==> src/design/dcpc_pkg.sv <==
/*
 * Shared constants and types for the dual channel pulse counter.
 * Assumes a single 50 MHz module clock; no register bus.
 */
package dcpc_pkg;
    // ------------------------------------------------------------
    // Clock and timing
    // ------------------------------------------------------------
    localparam int CLK_PERIOD_NS = 20;      // Module clock period
    localparam int MS_TICK_NS = 1000000;    // One millisecond
    localparam int MS_TICK_CYC = MS_TICK_NS / CLK_PERIOD_NS;
    localparam int ON_TIME_W = 14;          // On-time, 0..16383 ms
    localparam int RATE_W = 16;             // Rate sample width
    localparam int CNT_W = 32;              // Counter storage width

    // ------------------------------------------------------------
    // Counter arrangement
    // ------------------------------------------------------------
    typedef enum logic [1:0] {
        DCPC_TWO16 = 2'h0,
        DCPC_ONE32 = 2'h1,
        DCPC_TWO32 = 2'h2
    } dcpc_arr_t;

    // ------------------------------------------------------------
    // Output coil modes
    // ------------------------------------------------------------
    typedef enum logic [2:0] {
        DCPC_OFF = 3'h0,
        DCPC_SETP = 3'h1,
        DCPC_LSETP = 3'h2,
        DCPC_TERM = 3'h3,
        DCPC_LTERM = 3'h4,
        DCPC_TSETP = 3'h5,
        DCPC_TTERM = 3'h6
    } dcpc_omode_t;

    // ------------------------------------------------------------
    // Field pin layout per channel in the sync vector
    // ------------------------------------------------------------
    localparam int PIN_A = 0;       // Count input A
    localparam int PIN_B = 1;       // Quadrature input B
    localparam int PIN_DIR = 2;     // Direction, high = up
    localparam int PIN_EN = 3;      // Hardware enable
    localparam int PIN_PRE = 4;     // Hardware preset
    localparam int PIN_ORST = 5;    // Hardware output reset
    localparam int PINS_PER_CH = 6;

    // Reset values
    localparam logic [CNT_W-1:0] CNT_RST = 32'h0000_0000;
    localparam logic [CNT_W-1:0] MAX_RST = 32'h0000_ffff;
endpackage

==> src/design/dcpc_counter.sv <==
/*
 * Dual channel pulse / quadrature counter with setpoint and
 * terminal count outputs, a timed output on the first timed-mode coil and rate sampling.
 * Assumes field pins are asynchronous; configuration ports are
 * synchronous to ref_clk and load strobes are one-cycle pulses.
 */
`timescale 1ns/1ps
`default_nettype none
module dcpc_counter
    import dcpc_pkg::*;
#(
    parameter int TICK_CYC = MS_TICK_CYC  // Cycles per millisecond
) (
    input wire logic ref_clk,
    input wire logic rst_n,
    input wire logic [1:0] pin_a,
    input wire logic [1:0] pin_b,
    input wire logic [1:0] pin_dir_up,
    input wire logic [1:0] pin_hw_en,
    input wire logic [1:0] pin_preset,
    input wire logic [1:0] pin_out_rst,
    input wire logic cfg_quad,
    input wire logic cfg_rate,
    input wire logic [1:0] cfg_arr,
    input wire logic cfg_comm_keep,
    input wire logic comm_ok,
    input wire logic plc_run,
    input wire logic [11:0] cfg_omode,
    input wire logic [1:0] sw_en_clr,
    input wire logic [1:0] sw_preset,
    input wire logic [1:0] load_max,
    input wire logic [1:0] load_sp,
    input wire logic [1:0] load_rate,
    input wire logic load_on_time,
    input wire logic [63:0] max_in,
    input wire logic [63:0] sp_in,
    input wire logic [31:0] rate_time_in,
    input wire logic [ON_TIME_W-1:0] on_time_in,
    output logic [63:0] count_out,
    output logic [31:0] rate_out,
    output logic [1:0] sw_en_out,
    output logic [3:0] out_sw
);
    // ------------------------------------------------------------
    // Helpers
    // ------------------------------------------------------------
    // Width mask of a counter under an arrangement
    function automatic logic [CNT_W-1:0] wmask(input logic [1:0] arr, input logic rate);
        if (rate || arr == DCPC_TWO16) begin
            wmask = 32'h0000_ffff;
        end else begin
            wmask = 32'hffff_ffff;
        end
    endfunction

    // ------------------------------------------------------------
    // Declarations
    // ------------------------------------------------------------
    localparam int NPIN = 2 * PINS_PER_CH;
    logic [NPIN-1:0] pins;              // Raw field pins
    logic [NPIN-1:0] s1_r, s2_r, pv_r;  // Sync stages and history
    logic [15:0] tick_r, tick_nxt;      // Millisecond divider
    logic tick;                         // Millisecond strobe
    logic [CNT_W-1:0] cnt_r [2], cnt_nxt [2];
    logic [CNT_W-1:0] max_r [2], max_nxt [2];
    logic [CNT_W-1:0] sp_r [2], sp_nxt [2];
    logic [RATE_W-1:0] rtime_r [2], rtime_nxt [2];
    logic [RATE_W-1:0] rtmr_r [2], rtmr_nxt [2];
    logic [RATE_W-1:0] acc_r [2], acc_nxt [2];
    logic [RATE_W-1:0] rate_r [2], rate_nxt [2];
    logic [1:0] swen_r, swen_nxt;       // Software enables
    logic [1:0] tch_r, tch_nxt;         // Terminal hold until next count
    logic [1:0] ev, wrap, sp_hit, pre, orst;
    logic [3:0] lat_r, lat_nxt;         // Latched outputs
    logic [3:0] out_r, out_nxt;
    logic [ON_TIME_W-1:0] ont_r, ont_nxt;   // Programmed on-time
    logic [ON_TIME_W-1:0] tmr_r, tmr_nxt;   // Timed output countdown
    logic [2:0] tidx;                   // First timed output, 4 = none
    logic [CNT_W-1:0] msk, mx;
    logic [2:0] om;
    logic ena, up, trig, allow;
    int ch;

    assign tick = (tick_r == 16'(TICK_CYC - 1));

    // Pin vector assembly
    always_comb begin
        for (int c = 0; c < 2; c++) begin
            pins[c*PINS_PER_CH+PIN_A] = pin_a[c];
            pins[c*PINS_PER_CH+PIN_B] = pin_b[c];
            pins[c*PINS_PER_CH+PIN_DIR] = pin_dir_up[c];
            pins[c*PINS_PER_CH+PIN_EN] = pin_hw_en[c];
            pins[c*PINS_PER_CH+PIN_PRE] = pin_preset[c];
            pins[c*PINS_PER_CH+PIN_ORST] = pin_out_rst[c];
        end
    end

    // ------------------------------------------------------------
    // Next-state logic
    // ------------------------------------------------------------
    always_comb begin
        msk = wmask(cfg_arr, cfg_rate);
        tick_nxt = tick ? 16'h0000 : tick_r + 16'h0001;
        swen_nxt = swen_r;
        tch_nxt = tch_r;
        ont_nxt = load_on_time ? on_time_in : ont_r;
        for (int c = 0; c < 2; c++) begin
            cnt_nxt[c] = cnt_r[c];
            max_nxt[c] = load_max[c] ? (max_in[c*32 +: 32] & msk) : max_r[c];
            sp_nxt[c] = load_sp[c] ? (sp_in[c*32 +: 32] & msk) : sp_r[c];
            rtime_nxt[c] = load_rate[c] ? rate_time_in[c*16 +: 16] : rtime_r[c];
            rtmr_nxt[c] = rtmr_r[c];
            acc_nxt[c] = acc_r[c];
            rate_nxt[c] = rate_r[c];
            mx = max_nxt[c];
            up = s2_r[c*PINS_PER_CH+PIN_DIR];
            // Count edge: A rise, or any A/B edge in quadrature
            if (cfg_quad) begin
                ev[c] = (s2_r[c*PINS_PER_CH+PIN_A] ^ pv_r[c*PINS_PER_CH+PIN_A])
                      | (s2_r[c*PINS_PER_CH+PIN_B] ^ pv_r[c*PINS_PER_CH+PIN_B]);
            end else begin
                ev[c] = s2_r[c*PINS_PER_CH+PIN_A] & ~pv_r[c*PINS_PER_CH+PIN_A];
            end
            // Channel 1 idle when both channels form one counter
            ena = s2_r[c*PINS_PER_CH+PIN_EN] & swen_r[c]
                & ~(c == 1 && cfg_arr == DCPC_ONE32);
            ev[c] = ev[c] & ena;
            // Pin edge, software preset, max load or rate load all preset; preset wins over enable clear
            pre[c] = (s2_r[c*PINS_PER_CH+PIN_PRE] & ~pv_r[c*PINS_PER_CH+PIN_PRE])
                   | sw_preset[c] | load_max[c] | load_rate[c];
            orst[c] = s2_r[c*PINS_PER_CH+PIN_ORST];
            wrap[c] = 1'b0;
            if (pre[c]) begin
                cnt_nxt[c] = up ? CNT_RST : mx;
                swen_nxt[c] = 1'b1;
                acc_nxt[c] = '0;
                rtmr_nxt[c] = '0;
                tch_nxt[c] = 1'b0;
            end else begin
                if (sw_en_clr[c]) begin
                    swen_nxt[c] = 1'b0;
                end
                if (ev[c]) begin
                    tch_nxt[c] = 1'b0;
                    if (up) begin
                        wrap[c] = (cnt_r[c] >= mx);
                        cnt_nxt[c] = wrap[c] ? CNT_RST : ((cnt_r[c] + 32'h1) & msk);
                    end else begin
                        wrap[c] = (cnt_r[c] == CNT_RST);
                        cnt_nxt[c] = wrap[c] ? mx : cnt_r[c] - 32'h1;
                    end
                    tch_nxt[c] = wrap[c];
                end
                // Rate sampling: events per programmed interval
                if (cfg_rate) begin
                    acc_nxt[c] = acc_r[c] + RATE_W'(ev[c]);
                    if (tick) begin
                        if (rtmr_r[c] + 16'h1 >= rtime_r[c]) begin
                            rate_nxt[c] = acc_nxt[c];
                            acc_nxt[c] = '0;
                            rtmr_nxt[c] = '0;
                        end else begin
                            rtmr_nxt[c] = rtmr_r[c] + 16'h1;
                        end
                    end
                end
            end
            sp_hit[c] = ev[c] & (cnt_nxt[c] == sp_r[c]);
        end

        // First output holding a timed mode owns the on-time
        tidx = 3'h4;
        for (int k = 3; k >= 0; k--) begin
            if (cfg_omode[k*3 +: 3] == DCPC_TSETP || cfg_omode[k*3 +: 3] == DCPC_TTERM) begin
                tidx = 3'(k);
            end
        end
        tmr_nxt = (tick && tmr_r != '0) ? tmr_r - 14'h1 : tmr_r;

        // Output evaluation per coil
        allow = ~cfg_rate & (cfg_arr == DCPC_TWO16 || cfg_arr == DCPC_ONE32)
              & (comm_ok | cfg_comm_keep);
        for (int k = 0; k < 4; k++) begin
            ch = k / 2;
            om = cfg_omode[k*3 +: 3];
            if (om == DCPC_LSETP || om == DCPC_TSETP) begin
                trig = sp_hit[ch];
            end else begin
                trig = wrap[ch];
            end
            // Set wins over clear; clear by field reset or stop
            lat_nxt[k] = trig | (lat_r[k] & ~orst[ch] & plc_run);
            if (k == 32'(tidx) && trig) begin
                tmr_nxt = ont_r;
            end
            case (om)
                DCPC_SETP: out_nxt[k] = (cnt_r[ch] == sp_r[ch]);
                DCPC_LSETP, DCPC_LTERM: out_nxt[k] = lat_r[k];
                DCPC_TERM: out_nxt[k] = tch_r[ch];
                DCPC_TSETP, DCPC_TTERM: out_nxt[k] = (k == 32'(tidx)) && (tmr_r != '0);
                default: out_nxt[k] = 1'b0;
            endcase
            if (!allow || (ch == 1 && cfg_arr == DCPC_ONE32)) begin
                out_nxt[k] = 1'b0;
            end
        end
    end

    // ------------------------------------------------------------
    // State registers
    // ------------------------------------------------------------
    always_ff @(posedge ref_clk or negedge rst_n) begin
        if (!rst_n) begin
            s1_r <= '0;
            s2_r <= '0;
            pv_r <= '0;
            tick_r <= '0;
            swen_r <= '0;
            tch_r <= '0;
            lat_r <= '0;
            out_r <= '0;
            ont_r <= '0;
            tmr_r <= '0;
            for (int c = 0; c < 2; c++) begin
                cnt_r[c] <= CNT_RST;
                max_r[c] <= MAX_RST;
                sp_r[c] <= CNT_RST;
                rtime_r[c] <= '0;
                rtmr_r[c] <= '0;
                acc_r[c] <= '0;
                rate_r[c] <= '0;
            end
        end else begin
            s1_r <= pins;
            s2_r <= s1_r;
            pv_r <= s2_r;
            tick_r <= tick_nxt;
            swen_r <= swen_nxt;
            tch_r <= tch_nxt;
            lat_r <= lat_nxt;
            out_r <= out_nxt;
            ont_r <= ont_nxt;
            tmr_r <= tmr_nxt;
            cnt_r <= cnt_nxt;
            max_r <= max_nxt;
            sp_r <= sp_nxt;
            rtime_r <= rtime_nxt;
            rtmr_r <= rtmr_nxt;
            acc_r <= acc_nxt;
            rate_r <= rate_nxt;
        end
    end

    // Outputs straight from flops
    assign count_out = {cnt_r[1], cnt_r[0]};
    assign rate_out = {rate_r[1], rate_r[0]};
    assign sw_en_out = swen_r;
    assign out_sw = out_r;
endmodule
`default_nettype wire

==> config.mk <==
export PLATFORM = sky130hd
export DESIGN_NAME = dcpc_counter
export DESIGN_NICKNAME = d
export VERILOG_FILES = /design/src/design/dcpc_pkg.sv /design/src/design/dcpc_counter.sv
export SDC_FILE = /design/constraint.sdc
export NUM_CORES = 1
export LEC_CHECK = 0
export ABC_AREA = 1
export BUFFER_PORTS_ARGS = -buffer_cell sky130_fd_sc_hd__buf_2
export CAP_MARGIN = 10
export CORE_MARGIN = 10
export CORE_UTILIZATION = 57
export DETAILED_ROUTE_END_ITERATION = 10
export PLACE_DENSITY = 0.78
export SLEW_MARGIN = 10
export SYNTH_ARGS = -nofsm -noshare
export SYNTH_HDL_FRONTEND = slang
export SYNTH_SLANG_ARGS = --single-unit
==> constraint.sdc <==
create_clock -name ref_clk -period 6.2 [get_ports ref_clk]
set_input_delay 0.31 -clock ref_clk [delete_from_list [all_inputs] [get_ports ref_clk]]
set_output_delay 0.31 -clock ref_clk [all_outputs]
set_load 0.01 [all_outputs]
==> impl_metrics.env <==
export IMPL_die_area_mm2=0.05684
export IMPL_fin_crit_sh_pct=81.58
export IMPL_p_per_area_mw_per_mm2=230.4
export IMPL_layout_common_cells="924 x nand2_1, 518 x inv_1, 384 x nor2_1"
export IMPL_critPathTopFamily="simple AND/OR/NAND/NOR gates"
export IMPL_synth_edff_count=0
export IMPL_cts_resized=0
export IMPL_placed_cell_area_mm2=0.02914
export IMPL_hp_class="input port to register"
export IMPL_io_buffers=319
export IMPL_synth_cells=3825
export IMPL_grt_first_pass_wirelength_um=145700
export IMPL_fill_cells=3984
export IMPL_grt_setup_unrepaired="no"
export IMPL_gp_congestion=1.075
export IMPL_avgSynthCellArea_um2=7.109
export IMPL_grt_pass1_vias=26510
export IMPL_cts_sinks=406
export IMPL_place_ws_ns=0.9554
export IMPL_cap_violations=0
export IMPL_slew_headroom_pct=18.91
export IMPL_drc=0
export IMPL_clkTransAtPathRegs_ns=0.06
export IMPL_cpMostUsedCell="nand2_1"
export IMPL_worstPathRequired_ns=6.73
export IMPL_min_delay_path_depth=3
export IMPL_cts_root_buf="clkbuf_16"
export IMPL_totalWireLength_um=92200
export IMPL_crit_path_max_fanout=17
export IMPL_place_hpwl_um=67010
export IMPL_reg2reg_depth=28
export IMPL_hold_viol=1
export IMPL_grt_max_degree=155
export IMPL_fmax_ghz=0.1977
export IMPL_gr_total_overflow=0
export IMPL_clock_latency_ns=0.60
export IMPL_multi_input_area_mm2=0.01426
export IMPL_final_setup_viol_count=0
export IMPL_yosys_warnings=0
export IMPL_hold_slack_ns=-0.008571
export IMPL_p_leak_nw=16.11
export IMPL_clock_path_buffers=3
export IMPL_fin_ws_ns=1.142
export IMPL_ys_types=60
export IMPL_cp_slowest_stage_delay_ns=0.47
export IMPL_max_slew_worst_pin_slew_ns=1.215
export IMPL_die_w_um=238.4
export IMPL_cp_buffers_inverters=3
export IMPL_cts_tree="done"
export IMPL_period_needed_ns=5.058
export IMPL_drt_antenna_violating_nets=0
export IMPL_violations="negative hold slack"
export IMPL_cts_max_level=2
export IMPL_die_height_um=238.4
export IMPL_start_util_pct=58.04
export IMPL_drive_gt1_share_pct=13.52
export IMPL_synth_top_flop_cell="dfrtp_1"
export IMPL_start_kind="register"
export IMPL_cts_setup_buffers=0
export IMPL_rows=79
export IMPL_finalSetupTns_ns=0
export IMPL_skew_ns=0.02728
export IMPL_async_flop_share_pct=100.0
export IMPL_vias_per_cell=5.687
export IMPL_cp_slowest_cell="dfrtp_1"
export IMPL_grt_usage_pct=31.90
export IMPL_syn_nets=4152
export IMPL_design_portCount=320
export IMPL_final_cells=4834
export IMPL_antenna_found_initial=7
export IMPL_stdcell_area_mm2=0.03185
export IMPL_synth_seq_cells=406
export IMPL_synth_top_area_share_pct=34.42
export IMPL_wl_per_cell_um=19.07
export IMPL_yosysTopAreaCell="dfrtp_1"
export IMPL_cp_arrival_ns=5.59
export IMPL_placed_cells=4630
export IMPL_yosysSeqAreaShare_pct=37.51
export IMPL_regArea_mm2=0.01020
export IMPL_nNetsFinal=4516
export IMPL_drv_slew=0
export IMPL_synthToLayoutAreaGrowth_pct=17.11
export IMPL_numCtsBuffers=45
export IMPL_holdBufCountCts=118
export IMPL_synth_area_mm2=0.02719
export IMPL_drt_initial_drc_count=2808
export IMPL_path_class="register to register"
export IMPL_vias=27490
export IMPL_end_kind="register"
export IMPL_core_mm2=0.04685
export IMPL_vdd_ir_drop_max_mv=0.2349
export IMPL_status="finished, violations left"
export IMPL_synthTopCellsByArea="dfrtp_1 34%, nand2_1 13%, inv_1 7.2%"
export IMPL_crit_cells=28
export IMPL_dr_pass1_iters=8
export IMPL_final_common_cell="nand2_1"
==> worst paths after layout <==
| check | start | endpoint | slack [ns] |
|---|---|---|---|
| min in group asynchronous | rst_n | count_out[33]$_DFF_PN0_ | 0.32 |
| worst min-delay path | sp_in[49] | sp_r[17]$_DFFE_PN0P_ | -0.009 |
| worst max register to register | count_out[32]$_DFF_PN0_ | tmr_r[2]$_DFFE_PN0P_ | 1.14 |
| worst max-delay path | count_out[32]$_DFF_PN0_ | tmr_r[2]$_DFFE_PN0P_ | 1.14 |
| worst min register to register | s1_r[10]$_DFF_PN0_ | s2_r[10]$_DFF_PN0_ | 0.35 |
| max in group asynchronous | rst_n | s1_r[8]$_DFF_PN0_ | 4.41 |
==> worst reg2reg max path: cells and delay by family, from the launching register on <==
family / cells / cell delay [ns]
adders and majority gates: 1 / 0.27
AOI/OAI and AO/OA: 3 / 0.49
buffers and inverters: 3 / 0.90
DFF: 1 / 0.47
and+or+nand+nor: 21 / 2.84
==> kinds of logic (layout without fill, tap and decap cells) <==
family / Yosys count / after routing / synth area share (%)
AOI/OAI and AO/OA: 579 / 579 / 12.16
muxes: 7 / 7 / 0.2899
DFF: 406 / 406 / 37.51
and+or+nand+nor: 1866 / 1866 / 29.66
adders and majority gates: 109 / 109 / 5.015
xor gates and xnor gates: 164 / 164 / 5.282
other: 0 / 3 / 0
buffers and inverters: 694 / 1093 / 10.08
==> report_power, final <==
| group | switching, mW | total (mW) | internal (mW) |
|---|---|---|---|
| Sequential | 0.209 | 3.05 | 2.84 |
| Clock | 1.17 | 2.77 | 1.59 |
| Combinational | 0.977 | 1.52 | 0.547 |
==> cell usage after synthesis, types with 4 or more instances <==
cell and number:
nand2_1 924, inv_1 519, nor2_1 384, dfrtp_1 374, nand3_1 303, o21ai_0 236
a21oi_1 159, xor2_1 136, ha_1 109, clkbuf_1 83, nor3_1 77, nand4_1 71
buf_2 43, o21ai_1 40, o32ai_1 38, dfstp_2 32, xnor2_1 28, or2_2 27
a31oi_1 22, nor4_1 22, nor2_2 18, inv_2 16, buf_4 15, o31ai_1 14
o22ai_1 13, buf_1 11, o21bai_1 10, o211ai_1 9, a31o_2 8, a32o_1 7
mux2_2 7, nand2_2 7, nand3_2 6, nor2_4 6, o2111ai_1 5, a211oi_1 4
nand3b_1 4, o21a_1 4
==> metal layers <==
metal | vias up | wire [um] | global-route usage (%)
li1 | 13160 | - | -
met1 | 12740 | 37850 | 41.44
met2 | 1332 | 41870 | 51.10
met3 | 248 | 8646 | 6.754
met4 | 10 | 3757 | 13.05
met5 | - | 67 | 0
==> flip-flops by register name (all words and copies together), names as in the netlist, 16 cells and up <==
| register | cells |
|---|---|
| count_out | 64 |
| tick_r | 16 |
| rtmr_r | 32 |
| rate_out | 32 |
| acc_r | 32 |
| max_r | 64 |
| sp_r | 64 |
| rtime_r | 32 |
==> final cells by class <==
| class | instances | area share (%) |
|---|---|---|
| Sequential cell | 406 | 32.03 |
| Clock buffer | 60 | 4.031 |
| Tap cell | 607 | 2.385 |
| Clock inverter | 22 | 0.7190 |
| Antenna cell | 3 | 0.02357 |
| Multi-Input combinational cell | 2725 | 44.78 |
| Timing Repair Buffer | 473 | 9.681 |
| Inverter | 538 | 6.349 |
==> through the flow <==
step	util, %	hold WS (ns)	total power [mW]
6_report	67.97	-0.008571	7.337
5_1_grt	67.96	0.01162	7.668
4_1_cts	67.94	0.0005671	7.331
3_5_place_dp	62.19	0.3347	4.509
3_3_place_gp	62.19	0.3321	4.488
2_1_floorplan	-	0.01441	3.987
Power figures use the tool's default switching activity.
